## src/pkg/dmacr_cfg.svh

```systemverilog
// constants for the dma channel arm/request control front end
// assumes an 8-bit special function register port on the system clock
//
// Functional notes
// - abort write stops channels whose arm bit set
// - abort reads zero; writing zero does nothing
// - channel transfers only while its arm bit set
// - non-repeating modes clear arm on completion
// - request bit one acts as one trigger
// - only clearing arm halts a started channel
// - request bit clears when channel is granted
// - channel 0 descriptor address from two bytes
// - one shared base for channels 1 to 4
// - shared base low byte rw, resets zero
// - done flag set on completion, cleared by zero
// - mode 00 single,01 block,10/11 repeated
// - trigger select 00000 means software start only
`ifndef DMACR_CFG_SVH
`define DMACR_CFG_SVH

`define DMACR_NUM_CH          5
`define DMACR_OFS_DONE_FLAGS  8'hd1
`define DMACR_OFS_BASE14_LO   8'hd2
`define DMACR_OFS_BASE14_HI   8'hd3
`define DMACR_OFS_CH0_LO      8'hd4
`define DMACR_OFS_CH0_HI      8'hd5
`define DMACR_OFS_ARM         8'hd6
`define DMACR_OFS_REQ         8'hd7
`define DMACR_ABORT_BIT       7
`define DMACR_RESET_BYTE      8'h00
`define DMACR_RESET_SPARE     2'h0
`define DMACR_TRIGGER_SELECT_FIELD_NONE       5'h00
`define DMACR_DESC_SLOT_BYTES 16'h0008

`endif

```

## src/pkg/dmacr_pkg.sv

```systemverilog
// types shared by the dma arm/request control front end
// assumes dmacr_cfg.svh is included by every user of the constants
package dmacr_pkg;

	// transfer mode field encodings; upper bit marks the repeating modes
	typedef enum logic [1:0] {
		DMACR_MODE_SINGLE     = 2'h0,
		DMACR_MODE_BLOCK      = 2'h1,
		DMACR_MODE_REP_SINGLE = 2'h2,
		DMACR_MODE_REP_BLOCK  = 2'h3
	} dmacr_mode_t;

	// special function register port request
	typedef struct packed {
		logic       wr;
		logic       rd;
		logic [7:0] addr;
		logic [7:0] wdata;
	} dmacr_sfr_req_t;

	// per-channel configuration from the descriptor
	typedef struct packed {
		dmacr_mode_t transfer_mode_field;
		logic [4:0]  trigger_select_field;
	} dmacr_ch_cfg_t;

	// state of one channel
	typedef struct packed {
		logic arm;
		logic req;
		logic done_flag;
		logic abort;
	} dmacr_ch_state_t;

	// register state of the top
	typedef struct packed {
		logic [7:0] ch0_lo;
		logic [7:0] ch0_hi;
		logic [7:0] base14_lo;
		logic [7:0] base14_hi;
		logic [1:0] arm_spare;
		logic [7:0] rdata;
	} dmacr_regs_t;

endpackage
```

## src/core/dmacr_chan.sv

```systemverilog
// one channel: arm bit, start request, done flag and abort pulse
// assumes all strobes are single-cycle and on the system clock
`include "dmacr_cfg.svh"

module dmacr_chan (
	// clock and reset
	input  wire logic                    clk,
	input  wire logic                    rst_b,
	// software strobes for this channel
	input  wire logic                    arm_wr,
	input  wire logic                    arm_wdata,
	input  wire logic                    abort_wr,
	input  wire logic                    req_set,
	input  wire logic                    flag_clr,
	// transfer engine side
	input  wire dmacr_pkg::dmacr_ch_cfg_t cfg,
	input  wire logic                    hw_trigger,
	input  wire logic                    grant,
	input  wire logic                    xfer_done,
	// state
	output dmacr_pkg::dmacr_ch_state_t   state
);

	dmacr_pkg::dmacr_ch_state_t st_reg;
	dmacr_pkg::dmacr_ch_state_t st_next;
	logic                       repeating;
	logic                       hw_trigger_select_field_ok;

	always_comb begin
		st_next    = st_reg;
		repeating  = cfg.transfer_mode_field[1];
		hw_trigger_select_field_ok = hw_trigger && (cfg.trigger_select_field != `DMACR_TRIGGER_SELECT_FIELD_NONE);
		st_next.abort = 1'b0;
		// completion clears arm first so a same-cycle software write wins
		if (xfer_done && st_reg.arm && !repeating) begin
			st_next.arm = 1'b0;
		end
		if (abort_wr) begin
			// abort only hits channels selected in the same write
			st_next.abort = arm_wdata;
			if (arm_wdata) begin
				st_next.arm = 1'b0;
			end
		end else if (arm_wr) begin
			st_next.arm = arm_wdata;
		end
		if (grant) begin
			st_next.req = 1'b0;
		end
		if (req_set || hw_trigger_select_field_ok) begin
			st_next.req = 1'b1;
		end
		if (flag_clr) begin
			st_next.done_flag = 1'b0;
		end
		if (xfer_done) begin
			st_next.done_flag = 1'b1;
		end
	end

	always_ff @(posedge clk or negedge rst_b) begin
		if (!rst_b) begin
			st_reg <= '0;
		end else begin
			st_reg <= st_next;
		end
	end

	assign state = st_reg;

endmodule

```

## src/core/dmacr_ctrl.sv

```systemverilog
// top of the dma arm/request control front end: sfr decode and channels
// assumes a single-cycle sfr port, one system clock, arbiter on same clock
`include "dmacr_cfg.svh"

module dmacr_ctrl #(
	parameter int NUM_CH = `DMACR_NUM_CH
) (
	// clock and reset
	input  wire logic                             SYS_CLK,
	input  wire logic                             RST_B,
	// special function register port
	input  wire dmacr_pkg::dmacr_sfr_req_t        SFR_REQ,
	output logic [7:0]                            SFR_RDATA,
	output logic                                  SFR_HIT,
	// per-channel configuration from the descriptors
	input  wire dmacr_pkg::dmacr_ch_cfg_t [NUM_CH-1:0] CH_CFG,
	// hardware trigger pulses, one per channel
	input  wire logic [NUM_CH-1:0]                TRIGGER_SELECT_FIELD_EVENT,
	// arbiter and transfer engine
	input  wire logic [NUM_CH-1:0]                GRANT,
	input  wire logic [NUM_CH-1:0]                XFER_DONE,
	output logic [NUM_CH-1:0]                     CH_PENDING,
	output logic [NUM_CH-1:0]                     CH_ARMED,
	output logic [NUM_CH-1:0]                     CH_ABORT,
	output logic [NUM_CH-1:0]                     DONE_FLAGS,
	// descriptor addresses
	output logic [15:0]                           CH0_DESC_ADDR,
	output logic [15:0]                           CH1TO4_DESC_BASE,
	output logic [NUM_CH-1:0][15:0]               CH_DESC_ADDR
);

	dmacr_pkg::dmacr_regs_t                r_reg;
	dmacr_pkg::dmacr_regs_t                r_next;
	dmacr_pkg::dmacr_ch_state_t [NUM_CH-1:0] ch_state;
	logic                                  wr_arm;
	logic                                  wr_req;
	logic                                  wr_flags;
	logic                                  abort_cmd;
	logic [7:0]                            arm_rd;
	logic [7:0]                            req_rd;
	logic [7:0]                            flags_rd;
	logic [NUM_CH-1:0]                     arm_vec;
	logic [NUM_CH-1:0]                     req_vec;
	logic [NUM_CH-1:0]                     flag_vec;
	logic [NUM_CH-1:0]                     abort_vec;
	logic [15:0]                           ch0_ptr;
	logic [15:0]                           base14_ptr;

	// zero-extend a channel vector into a register byte
	function automatic logic [7:0] to_byte(input logic [NUM_CH-1:0] v);
		logic [7:0] b;
		b = 8'h00;
		for (int i = 0; i < NUM_CH; i++) begin
			b[i] = v[i];
		end
		return b;
	endfunction

	// channels 1 and up sit in consecutive slots from the shared base
	function automatic logic [15:0] slot_addr(input logic [15:0] base, input int idx);
		logic [15:0] ofs;
		ofs = 16'h0000;
		for (int k = 1; k < idx; k++) begin
			ofs = ofs + `DMACR_DESC_SLOT_BYTES;
		end
		return base + ofs;
	endfunction

	// write strobe for one register offset
	function automatic logic wr_at(input dmacr_pkg::dmacr_sfr_req_t r, input logic [7:0] a);
		return r.wr && (r.addr == a);
	endfunction

	// is this address one of ours; listed so a hole in the map cannot creep in
	function automatic logic is_mapped(input logic [7:0] a);
		logic hit;
		hit = 1'b0;
		unique case (a)
			`DMACR_OFS_DONE_FLAGS,
			`DMACR_OFS_BASE14_LO,
			`DMACR_OFS_BASE14_HI,
			`DMACR_OFS_CH0_LO,
			`DMACR_OFS_CH0_HI,
			`DMACR_OFS_ARM,
			`DMACR_OFS_REQ: begin
				hit = 1'b1;
			end
			default: begin
			end
		endcase
		return hit;
	endfunction

	assign wr_arm    = wr_at(SFR_REQ, `DMACR_OFS_ARM);
	assign wr_req    = wr_at(SFR_REQ, `DMACR_OFS_REQ);
	assign wr_flags  = wr_at(SFR_REQ, `DMACR_OFS_DONE_FLAGS);

	// assembled pointers, shared by the address outputs and the slot adder
	assign ch0_ptr    = {r_reg.ch0_hi, r_reg.ch0_lo};
	assign base14_ptr = {r_reg.base14_hi, r_reg.base14_lo};
	assign abort_cmd = wr_arm && SFR_REQ.wdata[`DMACR_ABORT_BIT];

	genvar g;
	generate
		for (g = 0; g < NUM_CH; g++) begin : g_ch
			dmacr_chan u_chan (
				.clk        (SYS_CLK),
				.rst_b      (RST_B),
				.arm_wr     (wr_arm),
				.arm_wdata  (SFR_REQ.wdata[g]),
				.abort_wr   (abort_cmd),
				// writing zero to a request bit leaves it alone
				.req_set    (wr_req && SFR_REQ.wdata[g]),
				.flag_clr   (wr_flags && !SFR_REQ.wdata[g]),
				.cfg        (CH_CFG[g]),
				.hw_trigger (TRIGGER_SELECT_FIELD_EVENT[g]),
				.grant      (GRANT[g]),
				.xfer_done  (XFER_DONE[g]),
				.state      (ch_state[g])
			);
			assign arm_vec[g]   = ch_state[g].arm;
			assign req_vec[g]   = ch_state[g].req;
			assign flag_vec[g]  = ch_state[g].done_flag;
			assign abort_vec[g] = ch_state[g].abort;
			// channel 0 has its own pointer; the rest share one base
			if (g == 0) begin : g_addr0
				assign CH_DESC_ADDR[g] = ch0_ptr;
			end else begin : g_addrn
				assign CH_DESC_ADDR[g] = slot_addr(base14_ptr, g);
			end
		end
	endgenerate

	// abort bit always reads zero; spare bits 6:5 read back
	always_comb begin
		arm_rd      = to_byte(arm_vec);
		arm_rd[6:5] = r_reg.arm_spare;
		arm_rd[`DMACR_ABORT_BIT] = 1'b0;
		req_rd      = to_byte(req_vec);
		flags_rd    = to_byte(flag_vec);
	end

	always_comb begin
		r_next = r_reg;
		if (SFR_REQ.wr) begin
			unique case (SFR_REQ.addr)
				`DMACR_OFS_BASE14_LO: begin
					r_next.base14_lo = SFR_REQ.wdata;
				end
				`DMACR_OFS_BASE14_HI: begin
					r_next.base14_hi = SFR_REQ.wdata;
				end
				`DMACR_OFS_CH0_LO: begin
					r_next.ch0_lo = SFR_REQ.wdata;
				end
				`DMACR_OFS_CH0_HI: begin
					r_next.ch0_hi = SFR_REQ.wdata;
				end
				`DMACR_OFS_ARM: begin
					r_next.arm_spare = SFR_REQ.wdata[6:5];
				end
				default: begin
					// done flags and request bits live in the channels
				end
			endcase
		end
		// read data registered: valid the cycle after the read strobe
		if (SFR_REQ.rd) begin
			unique case (SFR_REQ.addr)
				`DMACR_OFS_DONE_FLAGS: begin
					r_next.rdata = flags_rd;
				end
				`DMACR_OFS_BASE14_LO: begin
					r_next.rdata = r_reg.base14_lo;
				end
				`DMACR_OFS_BASE14_HI: begin
					r_next.rdata = r_reg.base14_hi;
				end
				`DMACR_OFS_CH0_LO: begin
					r_next.rdata = r_reg.ch0_lo;
				end
				`DMACR_OFS_CH0_HI: begin
					r_next.rdata = r_reg.ch0_hi;
				end
				`DMACR_OFS_ARM: begin
					r_next.rdata = arm_rd;
				end
				`DMACR_OFS_REQ: begin
					r_next.rdata = req_rd;
				end
				default: begin
					r_next.rdata = 8'h00;
				end
			endcase
		end
	end

	always_ff @(posedge SYS_CLK or negedge RST_B) begin
		if (!RST_B) begin
			r_reg.ch0_lo    <= `DMACR_RESET_BYTE;
			r_reg.ch0_hi    <= `DMACR_RESET_BYTE;
			r_reg.base14_lo <= `DMACR_RESET_BYTE;
			r_reg.base14_hi <= `DMACR_RESET_BYTE;
			r_reg.arm_spare <= `DMACR_RESET_SPARE;
			r_reg.rdata     <= `DMACR_RESET_BYTE;
		end else begin
			r_reg <= r_next;
		end
	end

	// an unarmed channel never asks the arbiter, whatever its request
	assign CH_PENDING       = req_vec & arm_vec;
	assign CH_ARMED         = arm_vec;
	// abort is a single-cycle pulse; the engine must act on it at once
	assign CH_ABORT         = abort_vec;
	assign DONE_FLAGS       = flag_vec;
	assign CH0_DESC_ADDR    = ch0_ptr;
	assign CH1TO4_DESC_BASE = base14_ptr;
	assign SFR_RDATA        = r_reg.rdata;
	// combinational: tells the sfr mux this address belongs here
	assign SFR_HIT          = is_mapped(SFR_REQ.addr);

endmodule

```

## config.mk

```make
export PLATFORM = sky130hd
export DESIGN_NAME = dmacr_ctrl
export DESIGN_NICKNAME = d
export VERILOG_FILES = /design/src/pkg/dmacr_pkg.sv /design/src/core/dmacr_chan.sv /design/src/core/dmacr_ctrl.sv
export VERILOG_INCLUDE_DIRS = /design/src /design/src/pkg
export SDC_FILE = /design/constraint.sdc
export NUM_CORES = 1
export LEC_CHECK = 0
export BUFFER_PORTS_ARGS = -buffer_cell sky130_fd_sc_hd__buf_2
export CAP_MARGIN = 20
export CELL_PAD_IN_SITES_DETAIL_PLACEMENT = 0
export CELL_PAD_IN_SITES_GLOBAL_PLACEMENT = 1
export CORE_MARGIN = 2
export CORE_UTILIZATION = 33
export DETAILED_ROUTE_END_ITERATION = 12
export HOLD_SLACK_MARGIN = 0.15
export PLACE_DENSITY_LB_ADDON = 0.1
export SETUP_SLACK_MARGIN = 0.4
export SYNTH_ARGS = -nofsm -noshare
export SYNTH_HDL_FRONTEND = slang
export SYNTH_HIERARCHICAL = 1
export SYNTH_SLANG_ARGS = --single-unit
```

## constraint.sdc

```tcl
create_clock -name SYS_CLK -period 2.02 [get_ports SYS_CLK]
set_input_delay 0.101 -clock SYS_CLK [delete_from_list [all_inputs] [get_ports SYS_CLK]]
set_output_delay 0.101 -clock SYS_CLK [all_outputs]
set_load 0.03 [all_outputs]
```

Yosys cells after proc, flatten, opt, wreduce, memory -nomap -nowiden:

Index checks and enable logic that the tools add are counted.
W data, S select, Z words.

* input port bits: 70
* register bits after elaboration: 62
* output and inout port bits: 141

* reduce and logical (&&, ||, !) cells: 65
* bitwise gates (word level): 1
* $add $sub $neg: 3
* mux-type cells: 47
* equal/unequal tests: 7

Operators by type and width (count)
* $eq A8 B8 Y1 const B: 7
* $pmux W8 S7: 1
* $mux W1: 46
* $add A16 B5 Y16 const B: 2
* $logic_and A1 B1 Y1: 29
* $reduce_bool A5 Y1: 5
* $reduce_bool A2 Y1: 10
* $add A16 B4 Y16 const B: 1
* $logic_not A1 Y1: 10
* $reduce_and A2 Y1: 5
* $reduce_or A7 Y1: 1
* $and A5 B5 Y5: 1
* $logic_or A1 B1 Y1: 5

Logic depth before layout (Yosys ltp):

Gate-level depths: netlist (run 1).

* depth in word-level cells: 5
* depth in mapped cells: 7

Hierarchy:

The synthesis (run 1) kept the hierarchy.

By module, submodules not included
* dmacr_ctrl: instances 1, area an instance 3143.0 sq um, seq. area each 1051.0 sq um, cells each 324
* dmacr_chan: instances 5, area an instance 178.9 sq um, seq. area each 100.1 sq um, cells each 15

Worst setup path before layout (run 1):

Ideal clock, no wire load.

* kind: flip-flop to output port
* from: register r_reg (netlist bit CH1TO4_DESC_BASE[3])
* to: output CH_DESC_ADDR[77] (netlist name)
* cell stages (with the launch flop): 7
* path buffers: 0
* path slack: -0.302 ns
* data arrival time: 2.221 ns
* required time: 1.919 ns
* cells stage by stage: dfrtp_1 -> inv_1 -> ha_1 -> nand3b_1 -> nor2_1 -> nand3_1 -> xnor2_1

RTL lines
* start: declaration: line dmacr_ctrl.sv:32 `dmacr_pkg::dmacr_regs_t r_reg;`
* start signal: assignment: line dmacr_ctrl.sv:207 `r_reg <= r_next;`
* end: declaration: line dmacr_ctrl.sv:29 `output logic [NUM_CH-1:0][15:0] CH_DESC_ADDR`

==> impl.org, run 1 <==
** GRT
- Wire length of the first global-routing pass :: 20.1 mm
- In the global route stage, met1 resource usage came out at 24.9%.
- For this run, global-route usage on met2 was measured as 35.7%.
- Total grt overflow :: 0
- Entering global routing, the biggest net connects 22 pins.
- The number of global-route vias before repair is 3838.
- Gr usage total :: 19.9%
- Top Usage Layer GRT :: met2
- Met3 layer usage reported by global route :: 2.70%
- The initial antenna violation count came to 0.

** Routing
- After detailed routing, the number of remaining DRC violations is 0.
- Count of TritonRoute iterations in the first routing pass :: 4
- Initial detailed-routing violation count :: 85
- Ratio of routed vias to standard cells :: 4.88
- DR WL/cell :: 16.5 microns
- The detail route stage leaves a number of antenna-violating nets equal to 0.
- Post-Route WL :: 13.2 mm
- The detailed router placed 3902 vias in this run.

** Worst setup path
- On the worst path, the slowest cell contributes a delay of 0.42 ns.
- In this run the critical register-to-register path is launched from CH1TO4_DESC_BASE[12].
- The worst setup path is of the flip-flop to output port kind.
- Setup slack on the worst reg-to-reg path comes out at 0.66 ns.
- At the worst endpoint, the arrival time is 1.94 ns.
- Slowest stage cell, crit path :: sky130_fd_sc_hd__dfrtp_2
- Most common cell type on the critical path :: sky130_fd_sc_hd__buf_6
- Reg2Reg Capture Point :: SFR_RDATA[4]
- The signal on the critical path passes through clkinvlp_4 -> ha_4 -> nand3b_1 -> nor2_4 -> buf_6 -> xor2_2 -> buf_6.
- The worst setup path is captured at an output port.
- Reg2reg path depth :: 5
- Crit start category :: flip-flop
- Required time of the critical path :: 1.92 ns
- Crit path max fanout :: 4

** Timing
- The max-slew violation count was 0.
- Headroom to the max-slew limit came out at 57.4%.
- Worst slew pin tran :: 0.639 ns
- Setup violations remaining at the end of the flow were counted as 3.
- Period utilization :: 101%
- Setup repair after global routing missed its margin :: true
- Clock tree skew after final layout :: 0.00545 ns
- Achievable Freq :: 490 MHz
- Final total negative setup slack :: -0.0334 ns
- After layout, the worst setup slack is -0.0211 ns.
- Min cycle time layout :: 2.04 ns
- The count of final hold-check violations was 0.

** Power and ir drop
- For this design the static power due to leakage is 3.29 nW.
- VDD sags by at most 0.555 mV.
- Power spread over the standard cell area amounts to 588 nW/um^2.

** CTS
- The clock passes through at most 2 buffers.
- Root cell of the clock tree :: sky130_fd_sc_hd__clkbuf_16
- H-tree depth reported by CTS :: 3
- TritonCTS sink count :: 62
- The number of clock buffers added by TritonCTS is 9.
- Clock slew seen by the registers of the worst setup and hold paths :: 0.06 ns
- The later pin in the worst-skew pair is clocked with a latency of 0.33 ns.
- TritonCTS built the clock tree.

** Yosys
- Total of flip-flops plus latches after synthesis :: 62
- Proportion of synthesized flip-flops having asynchronous set or reset :: 100%
- Count of distinct cell types in the synthesized netlist :: 49
- After synthesis the cells add up to 4040 sq um.
- Share of synthesized area occupied by flip-flops and latches :: 38.4%
- A synthesized cell averages 10.1 sq um.
- Counting every net in the synthesized netlist gives 473.
- Top flip-flop cell by instance count after synthesis :: sky130_fd_sc_hd__dfrtp_1
- Number of enable-type register cells in the synthesized netlist :: 0
- YS warnings :: 6
- Synthesis produced 399 cells.

** Floorplan
- Once the floorplan was initialized, standard cells occupied 33.8% of the core.
- Chip Height :: 115 microns
- The floorplan step defined a die boundary enclosing 13100 sq um.
- Core footprint :: 12000 sq um
- Die W :: 115 microns
- The floorplan has 40 rows.
- Number of I/O pins :: 211

** Finish
- 0 antenna diodes ended up in the layout.
- Once layout is complete, the utilization of the core stands at 55.4%.
- The library cell used most frequently in the layout, excluding fill and tap cells, is sky130_fd_sc_hd__buf_2.
- Commonest non-fill, non-tap cells in the layout :: sky130_fd_sc_hd__buf_2 (176), sky130_fd_sc_hd__buf_4 (52), sky130_fd_sc_hd__dfrtp_1 (51), sky130_fd_sc_hd__dlygate4sd3_1 (41), sky130_fd_sc_hd__mux2_2 (36)
- The net count of the finished layout is 721.
- Share of post-route cells with drive strength above 1 :: 60.6%
- Relative to the synthesized area, the layout overhead comes to 64.1%.

** Worst hold path
- Launch instance of the worst min-delay path :: CH_CFG[6]
- For hold timing, the worst endpoint is g_ch[0].u_chan/state[3].
- Hold path depth :: 3
- The min-delay analysis places its worst path in the category input pin to flip-flop.

** Placement
- The wire-length estimate of the detail-placed layout is 9.79 mm.
- Port buffer count :: 205
- Last weighted congestion value of the routability-driven placer :: 0.781

** Job
- The tool flagged a number of max-cap violations equal to 0.

** Outcome
- Result of the run :: complete, but fails checks
- Violations in the final reports :: setup timing
==> cell type report <==
cell class / count / area (sq um)
multi-input combinational: 261 / 2480
fill: 1070 / 5330
tap: 147 / 184
clock buffer: 9 / 225
clock inverter: 7 / 97.6
inverter: 14 / 60.1
timing repair buffer: 299 / 2020
sequential: 62 / 1570
==> cell usage after synthesis, types with 2 or more instances <==
cell | n | area [sq um]
sky130_fd_sc_hd__and2_2 | 5 | 37.5
sky130_fd_sc_hd__and4_1 | 2 | 17.5
sky130_fd_sc_hd__xnor2_1 | 10 | 87.6
sky130_fd_sc_hd__a221oi_1 | 2 | 17.5
sky130_fd_sc_hd__a22oi_1 | 5 | 37.5
sky130_fd_sc_hd__a311oi_1 | 5 | 43.8
sky130_fd_sc_hd__nand4_1 | 4 | 25.0
sky130_fd_sc_hd__a21oi_1 | 5 | 25.0
sky130_fd_sc_hd__nand2b_1 | 11 | 68.8
sky130_fd_sc_hd__xor2_1 | 22 | 193
sky130_fd_sc_hd__a32o_1 | 5 | 50.1
sky130_fd_sc_hd__a22o_1 | 5 | 43.8
sky130_fd_sc_hd__buf_1 | 2 | 7.51
sky130_fd_sc_hd__and2_1 | 11 | 68.8
sky130_fd_sc_hd__inv_1 | 14 | 52.6
sky130_fd_sc_hd__ha_1 | 4 | 50.1
sky130_fd_sc_hd__mux2_2 | 36 | 405
sky130_fd_sc_hd__buf_2 | 5 | 25.0
sky130_fd_sc_hd__nor3_2 | 2 | 20.0
sky130_fd_sc_hd__a21o_1 | 5 | 37.5
sky130_fd_sc_hd__a32oi_1 | 2 | 17.5
sky130_fd_sc_hd__nor2_1 | 34 | 128
sky130_fd_sc_hd__o21a_1 | 4 | 30.0
sky130_fd_sc_hd__buf_6 | 3 | 33.8
sky130_fd_sc_hd__nor3_1 | 7 | 35.0
sky130_fd_sc_hd__nor2b_1 | 11 | 68.8
sky130_fd_sc_hd__o2bb2ai_1 | 3 | 26.3
sky130_fd_sc_hd__dfrtp_1 | 62 | 1550
sky130_fd_sc_hd__o22ai_1 | 2 | 12.5
sky130_fd_sc_hd__nand3_1 | 8 | 40.0
sky130_fd_sc_hd__mux2i_1 | 12 | 120
sky130_fd_sc_hd__buf_4 | 45 | 338
sky130_fd_sc_hd__nand2_1 | 9 | 33.8
sky130_fd_sc_hd__o21ai_0 | 5 | 25.0
sky130_fd_sc_hd__nand4b_1 | 5 | 43.8
sky130_fd_sc_hd__clkbuf_1 | 7 | 26.3
sky130_fd_sc_hd__nand3b_1 | 4 | 30.0
sky130_fd_sc_hd__o31ai_1 | 5 | 37.5
==> worst max path at each step <==
stage,from,to,cells past startpoint
2_1_floorplan,CH1TO4_DESC_BASE[3],CH_DESC_ADDR[77],6
3_3_place_gp,CH1TO4_DESC_BASE[4],CH_DESC_ADDR[77],7
3_5_place_dp,CH1TO4_DESC_BASE[4],CH_DESC_ADDR[78],7
4_1_cts,CH1TO4_DESC_BASE[4],CH_DESC_ADDR[75],7
5_1_grt,CH1TO4_DESC_BASE[4],CH_DESC_ADDR[75],7
6_report,CH1TO4_DESC_BASE[4],CH_DESC_ADDR[75],7
==> worst max-delay path: cells and delay by family (launching register included) <==
kind          cells  cell delay [ns]
xor+xnor          1             0.14
buf+inv           3             0.43
fa+ha+maj         1             0.18
simple gates      2             0.43
flops             1             0.42
==> flip-flops by register name, indices dropped and copies added, names as in the netlist <==
name and flops:
SFR_RDATA 8, CH1TO4_DESC_BASE 16, CH0_DESC_ADDR 16, arm_rd 2, g_ch.u_chan/state 20
==> per-stage QoR <==
stage | area (sq um) | power (W) | setup WS [ns] | hold slack [ns] | cells
2_1_floorplan | 4340 | 0.00188 | 0.0162 | -0.195 | 399
3_3_place_gp | 5260 | 0.00210 | 0.169 | 0.0820 | 711
3_5_place_dp | 5260 | 0.00210 | 0.131 | 0.0874 | 711
4_1_cts | 6320 | 0.00388 | -0.0103 | 0.151 | 782
5_1_grt | 6630 | 0.00405 | -0.0832 | 0.168 | 799
6_report | 6630 | 0.00390 | -0.0211 | 0.149 | 799
==> routing by layer <==
layer  up-vias  wire, microns
met5         -              0
met4         0            105
met3         9            594
met2       133           6870
met1      1921           5650
li1       1839              -
==> where the power goes <==
part	leakage, nW	internal (W)	switching [W]
Clock	0.152	0.00108	0.000583
Sequential	0.793	0.00129	0.0000580
Combinational	2.35	0.000365	0.000517
Total	3.29	0.00274	0.00116
==> repair_timing <==
| action | in CTS | in global routing |
|---|---|---|
| hold buffers | 41 | 0 |
| setup buffers | 14 | 17 |
| pin swaps | 15 | 12 |
| resized for setup | 62 | 53 |
| setup endpoints to repair | 30 | 31 |
| hold endpoints to repair | 47 | 0 |
==> cells by family after synthesis <==
logic type / synth area share [%]
XOR/XNOR: 6.94
flip-flops: 38.4
multiplexers: 13.0
AO/OA/AOI/OAI: 10.4
adder cells (fa/ha/maj): 1.24
AND/OR/NAND/NOR: 18.0
buffers and inverters: 12.0
(Power assumes the default switching activity.)
==> run 2, diff against run 1 <==
Settings changed: CORE_MARGIN 2 to default, CORE_UTILIZATION 33 to 30.
Clock period 2.02 ns to 1.8 ns, I/O delays scaled along.
==> impl.org, run 2 (same netlist as run 1, synthesis figures left out) <==
** Outcome
- Result of the run :: complete, but fails checks
- Violations in the final reports :: setup timing

** CTS
- In this run the deepest clock path goes through 2 buffers.
- TritonCTS built the clock tree.
- TritonCTS sink count :: 62
- At the later pin of the worst-skew pair, clock insertion delay measures 0.33 ns.
- TritonCTS Buffers :: 9
- Clock slew seen by the registers of the worst setup and hold paths :: 0.05 ns
- The tree is rooted in a sky130_fd_sc_hd__clkbuf_16.
- H-tree depth reported by CTS :: 3

** Job
- The tool flagged a number of max-cap violations equal to 0.

** Power and ir drop
- Part of the power in registers :: 34.7%
- Of the total power, the share spent switching nets is 28.9%.
- Power spread over the standard cell area amounts to 634 nW/um^2.
- Across the VDD grid, the largest voltage drop is 0.297 mV.
- Power consumption :: 0.00437 W
- P_leak :: 3.40 nW
- In this run the power spent charging and discharging nets is 0.00127 W.
- The share of total power dissipated in combinational logic is 23.6%.
- Clock network fraction of design power :: 41.7%
- Internal :: 0.00311 W

** Placement
- At the end of routability-driven placement, the weighted congestion stood at 0.732.
- Detailed placement HPWL :: 9.81 mm
- During placement, the flow inserted port buffers numbering 205.
- Before CTS, the worst setup slack after placement is 0.0184 ns.

** Floorplan
- The floorplan step defined a core boundary enclosing 13200 sq um.
- In this run the vertical extent of the chip is 118 microns.
- Number of I/O pins :: 211
- For this configuration, the core starts out at a cell density of 30.6%.
- Area of the die :: 13900 sq um
- Measured along the x axis, the die boundary spans 118 microns.
- Floorplan row count :: 42

** Routing
- Post-Route WL :: 13.5 mm
- Count of TritonRoute iterations in the first routing pass :: 6
- In the routed layout, each cell is associated on average with a via count of 4.69.
- Initial detailed-routing violation count :: 101
- In the final routed layout, each cell accounts on average for 16.2 microns.
- In the routed design, unresolved DRC markers number 0.
- Summing over every cut layer, the via total after detailed routing is 3911.
- Routed Antenna Nets :: 0

** Finish
- In the layout the commonest cells are sky130_fd_sc_hd__buf_2 (172), sky130_fd_sc_hd__dlygate4sd3_1 (50), sky130_fd_sc_hd__dfrtp_1 (49), sky130_fd_sc_hd__buf_6 (44), sky130_fd_sc_hd__buf_4 (38).
- In the final layout, the share of cells above drive strength 1 is 61.2%.
- Core Util, Final :: 52.3%
- Layout overhead on the synthesized area :: 70.7%
- Most common cell after layout, fill and taps aside :: sky130_fd_sc_hd__buf_2
- Antenna diode instance count :: 0
- The final layout contains 727 nets.
- Filler cell count in the final layout :: 1248
- The register with the most flip-flops in the layout has 20 of them.

** Worst setup path
- STA puts the critical path data required time at 1.71 ns.
- Setup Crit Path Kind :: flip-flop to output port
- CP arrival :: 1.92 ns
- Crit start category :: flip-flop
- Worst path bufs/invs :: 2
- Kind of capture point of the worst setup path :: output port
- Crit path max fanout :: 3
- Slowest stage cell, crit path :: sky130_fd_sc_hd__dfrtp_2
- On the critical path the largest part of the delay comes from simple AND/OR/NAND/NOR gates.
- For this run, the slowest stage of the critical path takes 0.41 ns.
- CP cell instances :: clkinvlp_4 -> ha_4 -> nand3b_1 -> nor2_2 -> nand3_2 -> xnor2_4 -> buf_6

** Timing
- Setup slack of the critical path after layout :: -0.210 ns
- Worst slew margin :: 68.9%
- Worst slew pin tran :: 0.465 ns
- Setup repair after global routing missed its margin :: true
- Setup violations remaining at the end of the flow were counted as 24.
- The worst path in the final design needs a cycle of 2.01 ns, including I/O delays and setup.
- Final Max Slew Viols :: 0
- After routing, the total negative slack on setup checks comes to -2.44 ns.
- In the finished design, the share of the clock period the worst path needs comes to 112%.
- Final Hold Vio Count :: 0
- Hold is met by 0.137 ns.
- Clock tree skew after final layout :: 0.00584 ns
- Static timing analysis puts the maximum clock frequency at 498 MHz.

** GRT
- Pin count of the biggest net entering global routing :: 63
- Number of global-route vias before repair :: 4008
- Initial antenna violation count :: 0
- The first global-routing pass estimated 21.4 mm of wire.
- Total grt overflow :: 0
- Global routing used 19.8% of the available tracks.

** Worst hold path
- Class of the tightest hold or removal check :: input pin to flip-flop
[run 2: cell types whose count changed in the layout (fill, tap and decap cells not counted), sizes merged]
cell	delta
inv	-1
clkinvlp	-2
dlygate4sd3	+9
bufinv	-1
buf	-2
clkbuf	+3
[run 2: metal layers]
metal  routed length, microns  global-route usage [%]  vias up
li1                         -                       -     1856
met1                     5740                    24.9     1899
met2                     6930                    34.6      141
met3                      628                    3.68       15
met4                      179                    5.21        0
met5                        0                       0        -
[run 2: stage by stage]
stage          instances  instance area (sq um)
2_1_floorplan        399                   4500
3_3_place_gp         747                   5510
3_5_place_dp         747                   5510
4_1_cts              826                   6740
5_1_grt              834                   6890
6_report             834                   6890
[run 2: cell type report]
class | count | area [sq um] | share of cell area [%]
Clock buffer | 13 | 280 | 4.07
Timing Repair Buffer | 305 | 2160 | 31.4
Sequential cell | 62 | 1570 | 22.7
Inverter | 14 | 60.1 | 0.871
Clock inverter | 3 | 40.0 | 0.581
Multi-Input combinational cell | 261 | 2560 | 37.2
Tap cell | 176 | 220 | 3.19
[run 2: final timing paths]
check	slack [ns]	depth (start not counted)	end	startpoint
worst max-delay path	-0.21	7	CH_DESC_ADDR[77]	CH1TO4_DESC_BASE[4]
max in group asynchronous	1.19	3	CH1TO4_DESC_BASE[11]	RST_B
worst max register to register	0.28	8	SFR_RDATA[4]	CH1TO4_DESC_BASE[4]
worst min register to register	0.50	1	arm_rd[6]	arm_rd[6]
worst min-delay path	0.14	2	g_ch[3].u_chan/state[3]	SFR_REQ[3]
min in group asynchronous	0.29	3	CH0_DESC_ADDR[6]	RST_B
[run 2: power groups by stage]
stage	registers, W	logic [W]	clock network, W
after floorplan	0.00160	0.000523	0
after global placement	0.00154	0.000839	0
after detailed placement	0.00154	0.000841	0
after CTS	0.00152	0.00101	0.00185
after global routing	0.00153	0.00110	0.00190
final	0.00152	0.00103	0.00182
[run 2: repair_timing]
action	in CTS	in global routing
hold endpoints to repair	92	3
resized for setup	91	26
hold buffers	46	7
pin swaps	19	13
endpoints found under the setup margin	37	41
buffers inserted	17	4
